==> src/core/pmc_pkg.sv <==
package pmc_pkg;

    // ----------------------------------------
    // power modes
    // ----------------------------------------
    typedef enum logic [3:0] {
        PMC_ACTIVE    = 4'h1,
        PMC_ALTACTIVE = 4'h2,
        PMC_SLEEP     = 4'h4,
        PMC_HIBERNATE = 4'h8
    } pmc_mode_e;

    localparam logic [1:0] MODE_REQ_ACTIVE = 2'h0;
    localparam logic [1:0] MODE_REQ_ALT    = 2'h1;
    localparam logic [1:0] MODE_REQ_SLEEP  = 2'h2;
    localparam logic [1:0] MODE_REQ_HIB    = 2'h3;

    // ----------------------------------------
    // register map (byte addresses)
    // ----------------------------------------
    localparam logic [7:0] ADDR_MODE_CTRL = 8'h00;
    localparam logic [7:0] ADDR_ACT_TMPL  = 8'h04;
    localparam logic [7:0] ADDR_ALT_TMPL  = 8'h08;
    localparam logic [7:0] ADDR_STATUS    = 8'h0c;
    localparam logic [7:0] ADDR_REG_CTRL  = 8'h10;
    localparam logic [7:0] ADDR_WAKE_EN   = 8'h14;

    localparam int N_SUB         = 8;
    localparam int CPU_BIT       = 0;
    localparam int N_WAKE        = 6;

    localparam logic [N_SUB-1:0]  ACT_TMPL_RST = 8'hff;
    localparam logic [N_SUB-1:0]  ALT_TMPL_RST = 8'hfe;
    localparam logic [N_WAKE-1:0] WAKE_EN_RST  = 6'h3f;
    localparam int                WAKE_PIN_BIT = 1;

    // status layout: [3:0] mode, [4] cpu enabled
    localparam int ST_CPU_BIT = 4;

    // regulator enables
    typedef struct packed {
        logic hib_on;
        logic dig_on;
        logic ana_on;
        logic buzz;
    } pmc_reg_s;

    typedef struct packed {
        logic                  lowspeed_osc_run;
        logic                  watch_osc_run;
        logic                  fast_clk_run;
    } pmc_clk_s;

endpackage : pmc_pkg
==> src/core/pmc_ctrl.sv <==
// Our own choices: register access over APB and the address map.
`timescale 1ns/1ns
// ----------------------------------------
// Overview of operation
// - four modes: active, alternate active, sleep, hibernate, in falling power.
// - in active each subsystem follows its own active template bit, except the cpu, which follows cpu_r.
// - template writes switch subsystems on or off while running.
// - disabled subsystem gets clock gated and analog bias removed.
// - cpu may disable itself; next wakeup re-enables it.
// - any wakeup returns mode to active and enables the cpu.
// - after boot the mode is active.
// - alternate active uses a reduced template, e.g. cpu and flash off.
// - sleep disables most resources regardless of templates.
// - sleep runs only low-speed and watch oscillators; regulators buzzed.
// - sleep exits on comparator, pin, i2c, rtc, timewheel or low-voltage wakeup.
// - hibernate stops all clocks; only pin interrupts wake it.
// - hibernate turns off all regulators but the hibernate regulator.
// - regulators enabled after power-up; firmware may disable them.
// - wakeup comes from an enabled interrupt or a device reset.
// - hibernate holds output pins and pin interrupt settings.
// ----------------------------------------
module pmc_ctrl #(
    parameter int N_SUB  = pmc_pkg::N_SUB,
    parameter int N_WAKE = pmc_pkg::N_WAKE
) (
    input  wire logic              pclk,        // apb clock
    input  wire logic              presetn,     // async reset, device reset wakeup
    input  wire logic              psel,        // apb select
    input  wire logic              penable,     // apb enable
    input  wire logic              pwrite,      // apb direction
    input  wire logic [7:0]        paddr,       // apb byte address
    input  wire logic [31:0]       pwdata,      // apb write data
    output logic      [31:0]       prdata,      // apb read data
    output logic                   pready,      // apb ready
    output logic                   pslverr,     // apb error
    input  wire logic [N_WAKE-1:0] wake_src,    // comparator,pin,i2c,rtc,timewheel,lvd
    input  wire logic [31:0]       pin_out_in,  // live digital pin outputs
    output logic      [N_SUB-1:0]  sub_clk_en,  // per-subsystem clock enable
    output logic      [N_SUB-1:0]  sub_bias_en, // per-subsystem analog bias enable
    output logic      [31:0]       pin_out,     // held pin outputs
    output pmc_pkg::pmc_clk_s      clk_run,     // oscillator run controls
    output pmc_pkg::pmc_reg_s      reg_ctl,     // regulator controls
    output logic      [3:0]        mode         // current mode, one-hot
);

    initial begin
        if (N_SUB < 2 || N_SUB > 32 || N_WAKE != pmc_pkg::N_WAKE)
            $error("pmc_ctrl: unsupported parameters");
    end

    // ----------------------------------------
    // state
    // ----------------------------------------
    pmc_pkg::pmc_mode_e mode_r, mode_nxt;
    logic [N_SUB-1:0]  act_r, act_nxt, alt_r, alt_nxt;
    logic [N_WAKE-1:0] wen_r, wen_nxt;
    logic [1:0]        regc_r, regc_nxt;   // [0] digital, [1] analog
    logic              cpu_r, cpu_nxt;
    logic [31:0]       prdata_r, prdata_nxt;
    logic              pready_r, pready_nxt, perr_r, perr_nxt;
    logic [N_SUB-1:0]  en_nxt, clk_en_r, bias_en_r;
    logic [31:0]       pin_r, pin_nxt;
    pmc_pkg::pmc_clk_s clk_r, clk_nxt;
    pmc_pkg::pmc_reg_s regs_r, regs_nxt;
    logic              wake, wr, rd, hit;

    // ----------------------------------------
    // mode, templates, bus
    // ----------------------------------------
    always_comb begin
        mode_nxt   = mode_r;
        act_nxt    = act_r;
        alt_nxt    = alt_r;
        wen_nxt    = wen_r;
        regc_nxt   = regc_r;
        cpu_nxt    = cpu_r;
        prdata_nxt = prdata_r;
        // writes land only at the edge where the access phase sees pready high
        wr   = psel && penable && pwrite && pready_r;
        rd   = psel && !penable && !pwrite;
        hit  = 1'b1;
        pready_nxt = psel && !penable;
        perr_nxt   = 1'b0;
        // hibernate only hears the pin unit, others only their enables
        if (mode_r == pmc_pkg::PMC_HIBERNATE)
            wake = wake_src[pmc_pkg::WAKE_PIN_BIT] && wen_r[pmc_pkg::WAKE_PIN_BIT];
        else
            wake = |(wake_src & wen_r);
        unique case (paddr)
            pmc_pkg::ADDR_MODE_CTRL: ;
            pmc_pkg::ADDR_ACT_TMPL: ;
            pmc_pkg::ADDR_ALT_TMPL: ;
            pmc_pkg::ADDR_STATUS: ;
            pmc_pkg::ADDR_REG_CTRL: ;
            pmc_pkg::ADDR_WAKE_EN: ;
            default: hit = 1'b0;
        endcase
        if (rd) begin
            prdata_nxt = 32'h0;
            unique case (paddr)
                pmc_pkg::ADDR_MODE_CTRL: prdata_nxt[3:0] = mode_r;
                pmc_pkg::ADDR_ACT_TMPL:  prdata_nxt[N_SUB-1:0] = act_r;
                pmc_pkg::ADDR_ALT_TMPL:  prdata_nxt[N_SUB-1:0] = alt_r;
                pmc_pkg::ADDR_STATUS: begin
                    prdata_nxt[3:0] = mode_r;
                    prdata_nxt[pmc_pkg::ST_CPU_BIT] = cpu_r;
                end
                pmc_pkg::ADDR_REG_CTRL:  prdata_nxt[1:0] = regc_r;
                pmc_pkg::ADDR_WAKE_EN:   prdata_nxt[N_WAKE-1:0] = wen_r;
                default:                 prdata_nxt = 32'h0;
            endcase
        end
        if (psel && !penable && !hit)
            perr_nxt = 1'b1;
        if (wr) begin
            unique case (paddr)
                pmc_pkg::ADDR_MODE_CTRL: begin
                    unique case (pwdata[1:0])
                        pmc_pkg::MODE_REQ_ACTIVE: mode_nxt = pmc_pkg::PMC_ACTIVE;
                        pmc_pkg::MODE_REQ_ALT:    mode_nxt = pmc_pkg::PMC_ALTACTIVE;
                        pmc_pkg::MODE_REQ_SLEEP:  mode_nxt = pmc_pkg::PMC_SLEEP;
                        default:                  mode_nxt = pmc_pkg::PMC_HIBERNATE;
                    endcase
                end
                pmc_pkg::ADDR_ACT_TMPL: begin
                    act_nxt = pwdata[N_SUB-1:0];
                    cpu_nxt = pwdata[pmc_pkg::CPU_BIT];
                end
                pmc_pkg::ADDR_ALT_TMPL:  alt_nxt  = pwdata[N_SUB-1:0];
                pmc_pkg::ADDR_REG_CTRL:  regc_nxt = pwdata[1:0];
                pmc_pkg::ADDR_WAKE_EN:   wen_nxt  = pwdata[N_WAKE-1:0];
                default: ;
            endcase
        end
        // wakeup beats a same-cycle mode write or cpu bit write; other writes still land
        if (wake) begin
            mode_nxt = pmc_pkg::PMC_ACTIVE;
            cpu_nxt  = 1'b1;
        end
    end

    always_ff @(posedge pclk or negedge presetn) begin
        if (!presetn) begin
            mode_r   <= pmc_pkg::PMC_ACTIVE;
            act_r    <= N_SUB'(pmc_pkg::ACT_TMPL_RST);
            alt_r    <= N_SUB'(pmc_pkg::ALT_TMPL_RST);
            wen_r    <= pmc_pkg::WAKE_EN_RST;
            regc_r   <= 2'h3;
            cpu_r    <= 1'b1;
            prdata_r <= 32'h0;
            pready_r <= 1'b0;
            perr_r   <= 1'b0;
        end else begin
            mode_r   <= mode_nxt;
            act_r    <= act_nxt;
            alt_r    <= alt_nxt;
            wen_r    <= wen_nxt;
            regc_r   <= regc_nxt;
            cpu_r    <= cpu_nxt;
            prdata_r <= prdata_nxt;
            pready_r <= pready_nxt;
            perr_r   <= perr_nxt;
        end
    end

    // ----------------------------------------
    // gating, clocks, regulators, pin hold
    // ----------------------------------------
    always_comb begin
        en_nxt   = '0;
        pin_nxt  = pin_in_hold(mode_nxt, pin_r, pin_out_in);
        clk_nxt  = '0;
        regs_nxt = '0;
        unique case (mode_nxt)
            pmc_pkg::PMC_ACTIVE: begin
                en_nxt = act_nxt;
                en_nxt[pmc_pkg::CPU_BIT] = cpu_nxt;
                clk_nxt  = '{lowspeed_osc_run: 1'b1, watch_osc_run: 1'b1, fast_clk_run: 1'b1};
                regs_nxt = '{hib_on: 1'b1, dig_on: regc_nxt[0], ana_on: regc_nxt[1], buzz: 1'b0};
            end
            pmc_pkg::PMC_ALTACTIVE: begin
                en_nxt = alt_nxt;
                clk_nxt  = '{lowspeed_osc_run: 1'b1, watch_osc_run: 1'b1, fast_clk_run: 1'b1};
                regs_nxt = '{hib_on: 1'b1, dig_on: regc_nxt[0], ana_on: regc_nxt[1], buzz: 1'b0};
            end
            pmc_pkg::PMC_SLEEP: begin
                en_nxt   = '0;
                clk_nxt  = '{lowspeed_osc_run: 1'b1, watch_osc_run: 1'b1, fast_clk_run: 1'b0};
                regs_nxt = '{hib_on: 1'b1, dig_on: regc_nxt[0], ana_on: regc_nxt[1], buzz: 1'b1};
            end
            pmc_pkg::PMC_HIBERNATE: begin
                en_nxt   = '0;
                clk_nxt  = '0;
                regs_nxt = '{hib_on: 1'b1, dig_on: 1'b0, ana_on: 1'b0, buzz: 1'b0};
            end
        endcase
    end

    // outputs freeze on entry to hibernate, follow live values otherwise
    function automatic logic [31:0] pin_in_hold(input pmc_pkg::pmc_mode_e m,
                                                input logic [31:0] held,
                                                input logic [31:0] live);
        pin_in_hold = (m == pmc_pkg::PMC_HIBERNATE) ? held : live;
    endfunction : pin_in_hold

    always_ff @(posedge pclk or negedge presetn) begin
        if (!presetn) begin
            clk_en_r  <= '1;
            bias_en_r <= '1;
            pin_r     <= 32'h0;
            clk_r     <= '{lowspeed_osc_run: 1'b1, watch_osc_run: 1'b1, fast_clk_run: 1'b1};
            regs_r    <= '{hib_on: 1'b1, dig_on: 1'b1, ana_on: 1'b1, buzz: 1'b0};
        end else begin
            clk_en_r  <= en_nxt;
            bias_en_r <= en_nxt;
            pin_r     <= pin_nxt;
            clk_r     <= clk_nxt;
            regs_r    <= regs_nxt;
        end
    end

    assign prdata      = prdata_r;
    assign pready      = pready_r;
    assign pslverr     = perr_r;
    assign sub_clk_en  = clk_en_r;
    assign sub_bias_en = bias_en_r;
    assign pin_out     = pin_r;
    assign clk_run     = clk_r;
    assign reg_ctl     = regs_r;
    assign mode        = mode_r;

endmodule : pmc_ctrl

==> config.mk <==
export PLATFORM = sky130hd
export DESIGN_NAME = pmc_ctrl
export DESIGN_NICKNAME = d
export VERILOG_FILES = /design/src/core/pmc_pkg.sv /design/src/core/pmc_ctrl.sv
export SDC_FILE = /design/constraint.sdc
export NUM_CORES = 1
export LEC_CHECK = 0
export ABC_AREA = 1
export BUFFER_PORTS_ARGS = -buffer_cell sky130_fd_sc_hd__buf_4
export CORE_UTILIZATION = 43
export DETAILED_ROUTE_END_ITERATION = 8
export GPL_ROUTABILITY_DRIVEN = 0
export PLACE_DENSITY_LB_ADDON = 0.3
export SLEW_MARGIN = 30
export SYNTH_ARGS = -nofsm -noshare
export SYNTH_HDL_FRONTEND = slang
export SYNTH_SLANG_ARGS = --single-unit
==> constraint.sdc <==
create_clock -name pclk -period 1.6 [get_ports pclk]
set_input_delay 0.08 -clock pclk [delete_from_list [all_inputs] [get_ports pclk]]
set_output_delay 0.08 -clock pclk [all_outputs]
set_load 0.02 [all_outputs]
==> results of run 1 <==
==> logic make-up (layout without fill, tap and decap cells) <==
logic type	count (synthesis)	after routing	share of synthesized area
other	2	25	0.00192
AO/OA/AOI/OAI	38	38	0.0585
buffers and inverters	85	273	0.123
multiplexers	1	1	0.00287
AND/OR/NAND/NOR	250	250	0.265
flip-flops	84	84	0.548
==> power breakdown <==
group          internal [mW]  leakage [nW]  switching (mW)
combinational          0.276          2.07           0.309
sequential              2.19         0.959          0.0375
clock                   1.03         0.117           0.740
==> final timing paths <==
check | from | end | slack, ns | depth (start not counted)
max | wen_r[2] | pin_out[11] | -0.28 | 13
min | pwdata[6] | act_r[6] | 0.01 | 3
max reg2reg | wen_r[2] | pin_out[11] | -0.28 | 13
min reg2reg | pin_out[4] | pin_out[4] | 0.49 | 2
max in group asynchronous | presetn | sub_bias_en[1] | 0.79 | 3
min in group asynchronous | presetn | prdata[1] | 0.18 | 2
==> cells in the mapped netlist, drive strengths merged, types with 3 or more instances <==
cell	count	area, µm²
dfstp	37	972
dfrtp	47	1180
a21oi	4	20.0
buf	41	317
o21a	3	22.5
inv	43	161
nand3	18	95.1
o21ai	24	128
nor2	31	163
nand2	195	737
nor3	3	26.3
==> cells in the final DEF, fill, tap and decap left out, types with 2 or more instances in the layout <==
| master | synthesis | routed |
|---|---|---|
| sky130_fd_sc_hd__dfrtp_2 | 0 | 2 |
| sky130_fd_sc_hd__buf_12 | 0 | 3 |
| sky130_fd_sc_hd__clkbuf_1 | 1 | 2 |
| sky130_fd_sc_hd__dfrtp_1 | 47 | 45 |
| sky130_fd_sc_hd__clkinv_2 | 0 | 2 |
| sky130_fd_sc_hd__nand3_1 | 17 | 17 |
| sky130_fd_sc_hd__buf_8 | 0 | 2 |
| sky130_fd_sc_hd__o21ai_1 | 1 | 2 |
| sky130_fd_sc_hd__nor2_2 | 3 | 5 |
| sky130_fd_sc_hd__o21ai_2 | 2 | 3 |
| sky130_fd_sc_hd__nand2_2 | 2 | 23 |
| sky130_fd_sc_hd__o21ai_0 | 21 | 19 |
| sky130_fd_sc_hd__a221oi_1 | 2 | 2 |
| sky130_fd_sc_hd__buf_6 | 3 | 5 |
| sky130_fd_sc_hd__nand2_1 | 193 | 169 |
| sky130_fd_sc_hd__a21oi_1 | 4 | 4 |
| sky130_fd_sc_hd__dlygate4sd3_1 | 0 | 38 |
| sky130_fd_sc_hd__nor2_4 | 3 | 5 |
| sky130_fd_sc_hd__bufinv_16 | 0 | 3 |
| sky130_fd_sc_hd__conb_1 | 2 | 25 |
| sky130_fd_sc_hd__inv_2 | 5 | 5 |
| sky130_fd_sc_hd__clkbuf_8 | 0 | 9 |
| sky130_fd_sc_hd__o221ai_1 | 2 | 2 |
| sky130_fd_sc_hd__nand2_4 | 0 | 3 |
| sky130_fd_sc_hd__inv_1 | 38 | 36 |
| sky130_fd_sc_hd__nor2_1 | 24 | 20 |
| sky130_fd_sc_hd__o21a_1 | 3 | 3 |
| sky130_fd_sc_hd__nor3_4 | 1 | 3 |
| sky130_fd_sc_hd__dfstp_2 | 37 | 37 |
| sky130_fd_sc_hd__buf_4 | 37 | 163 |
| sky130_fd_sc_hd__nand4_1 | 2 | 2 |
==> sequential cells by signal, indices dropped and copies added (netlist names), 3 cells and up <==
name / cells
reg_ctl: 3
wen_r: 6
alt_r: 8
pin_out: 32
sub_bias_en: 8
mode: 4
prdata: 8
act_r: 8
==> layout make-up <==
| type | count | share of cell area |
|---|---|---|
| clock buffer | 11 | 0.0219 |
| tap | 108 | 0.0225 |
| inverter | 43 | 0.0317 |
| multi-input combinational | 314 | 0.249 |
| timing repair buffer | 212 | 0.296 |
| sequential | 84 | 0.358 |
| timing repair inverter | 2 | 0.00458 |
| clock inverter | 5 | 0.0167 |
==> per-layer routing <==
layer  part of all wire  GRT usage
met4              0.018     0.0871
met3              0.063     0.0532
met5                  0          0
met1               0.40      0.284
met2               0.52      0.409
==> what timing repair did <==
item	in CTS	in global routing
gates resized for setup	18	40
hold buffers	38	0
hold endpoints to repair	68	0
setup buffers	8	6
pin swaps	1	8
cloned	1	2
endpoints found under the setup margin	45	52
==> worst max-delay path, delay by kind of cell, from the launching register on <==
family | cells | cell delay (ns)
simple gates | 10 | 1.12
buf+inv | 3 | 0.27
flops | 1 | 0.38
==> through the flow <==
stage	util	std cells	total power, mW	TNS (ns)
2_1_floorplan	-	483	2.50	-5.19
3_3_place_gp	0.577	709	2.74	-5.81
3_5_place_dp	0.577	709	2.75	-6.99
4_1_cts	0.662	771	4.60	-6.28
5_1_grt	0.685	779	4.76	-18.18
6_report	0.685	779	4.58	-9.89
==> results, run 1 <==
- The count of unresolved DRC violations after routing is 0.
- The post-detailed-route count of antenna-violating nets is 0.
- For this run, the leading register cell type out of synthesis is sky130_fd_sc_hd__dfrtp_1.
- Row generation in the floorplan step produced 34 rows.
- The run finished, with violations left.
- At the later pin of the worst-skew pair, clock insertion delay measures 0.35 ns.
- The starting density of the core is 0.447.
- The final worst clock skew is 0.00890 ns.
- Timing analysis after detailed placement gives a worst setup slack of -0.198 ns.
- The vertical die dimension is 97.5 µm.
- Setup repair after global routing could not meet its margin everywhere.
- The number of endpoints failing setup at the final stage is 44.
- The maximum number of pins on one net before global-route repair is 46.
- The clock tree root buffer cell is sky130_fd_sc_hd__clkbuf_8.
- The via count is 3678.
- The arrival time at the worst endpoint is 2.12 ns.
- The sequential cell area is 2150 µm².
- In this run the power density over the cells is 763 nW/µm².
- The total global routing track utilization is 0.235.
- The kind of critical path is reg -> reg.
- After synthesis, the share of flip-flops with an asynchronous set or reset is 1.00.
- The die extent in x is 97.5 µm.
- Dividing the final minimum period by the clock period gives 1.18.
- Buffers placed on the I/O ports in this run total 126.
- Counting flops and latches in the post-synthesis netlist gives 84.
- The final hold violation count was 0.
- From synthesis to final layout, the design area changed by 53.3%.
- The data required time at the worst endpoint is 1.84 ns.
- The area of the mapped netlist is 3920 µm².
- The clock transition at the registers of the reported paths is 0.08 ns.
- The die covers 9500 µm².
- The number of optimization iterations in the first detailed-route pass is 5.
- The antenna diode count is 0.
- The worst hold slack is 0.0111 ns.
- The count of max-cap constraint violations is 0.
- STA classifies the critical path startpoint as a register.
- The core region is 8760 µm².
- The final reports fail on negative setup slack.
- The TritonCTS clock tree is done.
- The number of top-level pins is 176.
- Walking the worst path, the cells encountered are nand2_1 > nand3_1 > nor2_1 > nor2_1 > nor2_2 > nand3_2 > nor2_4 > inv_2 > nor2_8 > buf_6 > inv_8 > nand2_1 > nand2_2.
- The number of buffers created by CTS is 9.
- The fmax is 532 MHz.
- The largest single stage delay on the critical path is 0.38 ns.
- Summing all multi-input logic gate instances after layout gives 1500 µm².
- The max-slew violation count was 0.
- For this design, the slowest cell found on the critical path is sky130_fd_sc_hd__dfstp_2.
- The number of flops mapped to enable cells by yosys is 0.
- The number of global-route vias before repair is 3773.
- Across all setup checks in the final design, the least slack found is -0.281 ns.
- The first global-routing pass estimated 17800 µm of wire.
- The violation count after the first detailed-routing iteration is 198.
- The routed wire length per instance is 14.2 µm.
- The critical path endpoint category is a register.
- The maximum fanout along the worst path is 16.
- Each instance of the synthesized netlist takes up on average 8.52 µm².
- The share of synthesized area occupied by flip-flops and latches is 0.548.
- In the final layout, the share of cells above drive strength 1 is 0.420.
- IR analysis of the VDD net gives a maximum drop of 468 µV.
- The wire-length estimate of the detail-placed layout is 7110 µm.
- The number of sinks on the clock net is 84.
- The H-tree was split into 3 levels.
- Yosys printed 0 warnings.
- The total wire length after detailed routing is 11100 µm.
- The post-route minimum period is 1.88 ns.
- The count of distinct cell types in the synthesized netlist is 32.
- At the end of the flow, the number of nets in the layout was 749.
- The aggregate global routing overflow is 0.
- Dividing the detail-routed via count by the number of cells gives 4.72.
- The number of filler instances in the final layout is 681.
- The reported leakage power is 3.15 nW.
- The clock passes through at most 2 buffers.
- The number of antenna violations at the first check in global routing is 0.
- The cell area after layout is 6010 µm².
- Counting every instance in the synthesized netlist gives 460.
- Once placement finished, the instance area stood at 5060 µm².
- In this run the worst hold path is classified as in -> reg.
No activity file was read; power rests on OpenSTA's default activity.
==> inputs of run 2 (changes only) <==
CORE_UTILIZATION = 53   (was 43)
CTS_BUF_LIST = sky130_fd_sc_hd__clkbuf_8   (was unset)
clock period = 2.25 ns   (was 1.6 ns; I/O delays follow)
==> run 2 against run 1 <==
Effect of this change:
- the flow now finishes without violations
- sequential power fell by 29%
- register-to-register slack improved by 0.53 ns
- utilization rose by 8.5 points
- highest routed layer unchanged
==> results, run 2 (same netlist as run 1, synthesis figures left out) <==
- The flow ran to the end, and the final reports show no timing, DRC or antenna violations.
- The overall die area is 7740 µm² (-19%).
- The number of antenna violations at the first check in global routing is 0 (unchanged).
- The maximum number of pins on one net before global-route repair is 85 (+85%).
- STA classifies the critical path endpoint as a register.
- The end of the critical path is pin_out[13].
- The routed wire length per instance came to 13.9 µm (-2.3%).
- The power per standard cell area was 595 nW/µm² (-22%).
- The reported leakage power is 2.86 nW (-9.4%).
- The worst min-delay path category is in -> reg.
- The post-detailed-route via-to-cell ratio is 4.90 (+3.7%).
- The endpoint of the most critical register-to-register path is pin_out[13].
- The number of buffers created by CTS is 9 (unchanged).
- The setup slack of the most critical reg-to-reg path came to 0.25 ns (+0.53 ns).
- The proportion of layout cells with a drive suffix above 1 is 0.331 (-0.0896).
- The number of optimization iterations in the first detailed-route pass came to 7 (+2).
- The flip-flop count of the largest register after layout is 32 (unchanged).
- The final total power was 3.20 mW (-30%).
- The final hold violation count is 0 (unchanged).
- The number of buffers on the longest clock path is 2 (unchanged).
- The total instance count after detailed placement was 669 (-5.6%).
- Setup repair after global routing left no endpoint under its margin.
- The data required time at the worst endpoint is 2.53 ns (+0.69 ns).
- Tracing the worst setup path back leads to its startpoint at mode[1].
- The post-detailed-route count of antenna-violating nets is 0 (unchanged).
- The number of nets in the layout came to 701 (-6.4%).
- The number of sinks on the clock net is 84 (unchanged).
- The fraction of met1 tracks used by global routing is 0.331 (+0.0468).
- The maximum fanout along the worst path is 16 (unchanged).
- The final worst clock skew is 0.00808 ns (-0.000818 ns).
- The count of max-cap constraint violations was 0 (unchanged).
- The clock insertion delay at the later pin of the skew report came to 0.34 ns (about the same).
- The routing usage on met3 is 0.0594 (+0.00614).
- The launching point of the worst reg2reg path is mode[1].
- Leaving out fill and tap cells, the most frequent cell in the layout is sky130_fd_sc_hd__nand2_1.
- The die extent in x is 88.0 µm (-9.7%).
- STA classifies the critical path startpoint as a register.
- The area growth from synthesis to layout is 37.3%.
- The met2 layer usage reported by global route was 0.471 (+0.0619).
- The violation count after the first detailed-routing iteration was 168 (-15%).
- The number of global-route vias before repair is 3500 (-7.2%).
- The final worst-path cycle share is 0.890 (-0.286).
- The number of top-level pins is 176 (unchanged).
- The number of endpoints failing setup at the final stage was 0 (-100%).
- met2 is the most crowded layer.
- The number of placement rows came to 30 (-12%).
- The worst vdd rail ir drop is 380 µV (-19%).
- The fmax came to 499 MHz (-6.1%).
- The antenna diode count is 0 (unchanged).
- The total wire length after detailed routing was 9980 µm (-9.8%).
- The post-route minimum period is 2.00 ns (+0.122 ns).
- The aggregate global routing overflow is 0 (unchanged).
- The critical path in this run is classified as reg -> reg.
- The slew of the pin with the lowest slew margin is 0.736 ns.
- The filler-free cell count of the finished design is 719 (-7.7%).
- TritonCTS built the clock tree.
- Headroom to the max-slew limit came out at 0.510.
- The starting density of the core is 0.561 (+0.114).
- The arrival time at the worst endpoint is 2.29 ns (+0.17 ns).
- The number of cells on the worst reg-to-reg path was 12 (-1).
- The number of buffers added on ports is 126 (unchanged).
- The setup TNS was 0 ns (+9.89 ns).
- The clock transition at the registers of the reported paths was 0.09 ns (about the same).
- The total global routing track utilization is 0.272 (+0.0368).
- CTS placed an instance of sky130_fd_sc_hd__clkbuf_8 at the clock tree root.
- The count of unresolved DRC violations after routing came to 0 (unchanged).
- The max-slew violation count is 0 (unchanged).
- The placeable core region came to 6980 µm² (-20%).
- The final core utilization came to 0.770 (+0.0851).
- The H-tree level count is 3 (unchanged).
- The half-perimeter wire length after placement is 6510 µm (-8.4%).
- The via count is 3522 (-4.2%).
- The worst hold slack was 0.0127 ns (+0.00160 ns).
- The vertical die dimension is 88.0 µm (-9.7%).
- The library cells used most frequently in the layout, excluding fill and tap cells, are sky130_fd_sc_hd__nand2_1, sky130_fd_sc_hd__buf_4, sky130_fd_sc_hd__dfrtp_1, sky130_fd_sc_hd__inv_1, sky130_fd_sc_hd__dfstp_2.
- The wire length of the first global-routing pass is 15900 µm (-11%).
run 2: cell count changes in the layout (fill, tap and decap cells not counted), sizes merged:
cell,previous run,this run
buf,173,132
dlygate4sd3,38,34
clkinv,4,1
clkinvlp,0,2
bufinv,3,2
clkbuf,12,11
run 2: worst min path at each step:
stage	start	end	slack, ns	cells after the start
after floorplan	presetn	alt_r[0]	-0.18	0
after global placement	penable	pready	0.30	2
after detailed placement	presetn	prdata[1]	0.21	1
after CTS	pwdata[1]	wen_r[1]	0.001	3
after global routing	pwdata[5]	wen_r[5]	0.02	3
final	pwdata[4]	wen_r[4]	0.01	3
run 2: report_power, final:
| part | internal, mW | switching [mW] | leakage, nW |
|---|---|---|---|
| Sequential | 1.56 | 0.0242 | 0.962 |
| Combinational | 0.177 | 0.212 | 1.78 |
| Clock | 0.688 | 0.541 | 0.112 |
run 2: per-layer routing:
| layer | wire length, µm | share of wire | up-vias |
|---|---|---|---|
| li1 | - | - | 1674 |
| met1 | 3850 | 0.39 | 1682 |
| met2 | 5180 | 0.52 | 149 |
| met3 | 750 | 0.075 | 17 |
| met4 | 202 | 0.020 | 0 |
| met5 | 0 | 0 | - |
run 2: area by class of cell:
class / count / area [µm²]
Clock buffer: 11 / 151
Clock inverter: 5 / 83.8
Fill cell: 502 / 1600
Inverter: 43 / 164
Multi-Input combinational cell: 314 / 1380
Sequential cell: 84 / 2150
Tap cell: 96 / 120
Timing Repair Buffer: 166 / 1340
run 2: metrics by stage:
| step | instance area, µm² | setup slack [ns] |
|---|---|---|
| after floorplan | 4000 | 0.391 |
| after global placement | 4790 | 0.295 |
| after detailed placement | 4800 | 0.161 |
| after CTS | 5370 | 0.112 |
| after global routing | 5380 | 0.0987 |
| final | 5380 | 0.247 |
run 2: timing repair:
action                                  CTS  global route
buffers inserted                          0             0
gates resized for setup                   0             3
endpoints found under the hold margin    80             0
endpoints found under the setup margin    0            32
hold buffers                             34             0
run 2: critical path, stage by stage (launching register included):
cell	delay, ns
sky130_fd_sc_hd__dfrtp_1	0.42
sky130_fd_sc_hd__inv_1	0.07
sky130_fd_sc_hd__nand2_1	0.04
sky130_fd_sc_hd__nor3_1	0.18
sky130_fd_sc_hd__nor2_1	0.09
sky130_fd_sc_hd__nor2_2	0.21
sky130_fd_sc_hd__nand2_1	0.15
sky130_fd_sc_hd__nor2_2	0.15
sky130_fd_sc_hd__inv_2	0.08
sky130_fd_sc_hd__nor2_8	0.13
sky130_fd_sc_hd__buf_4	0.22
sky130_fd_sc_hd__nand2_1	0.10
sky130_fd_sc_hd__nand2_1	0.10
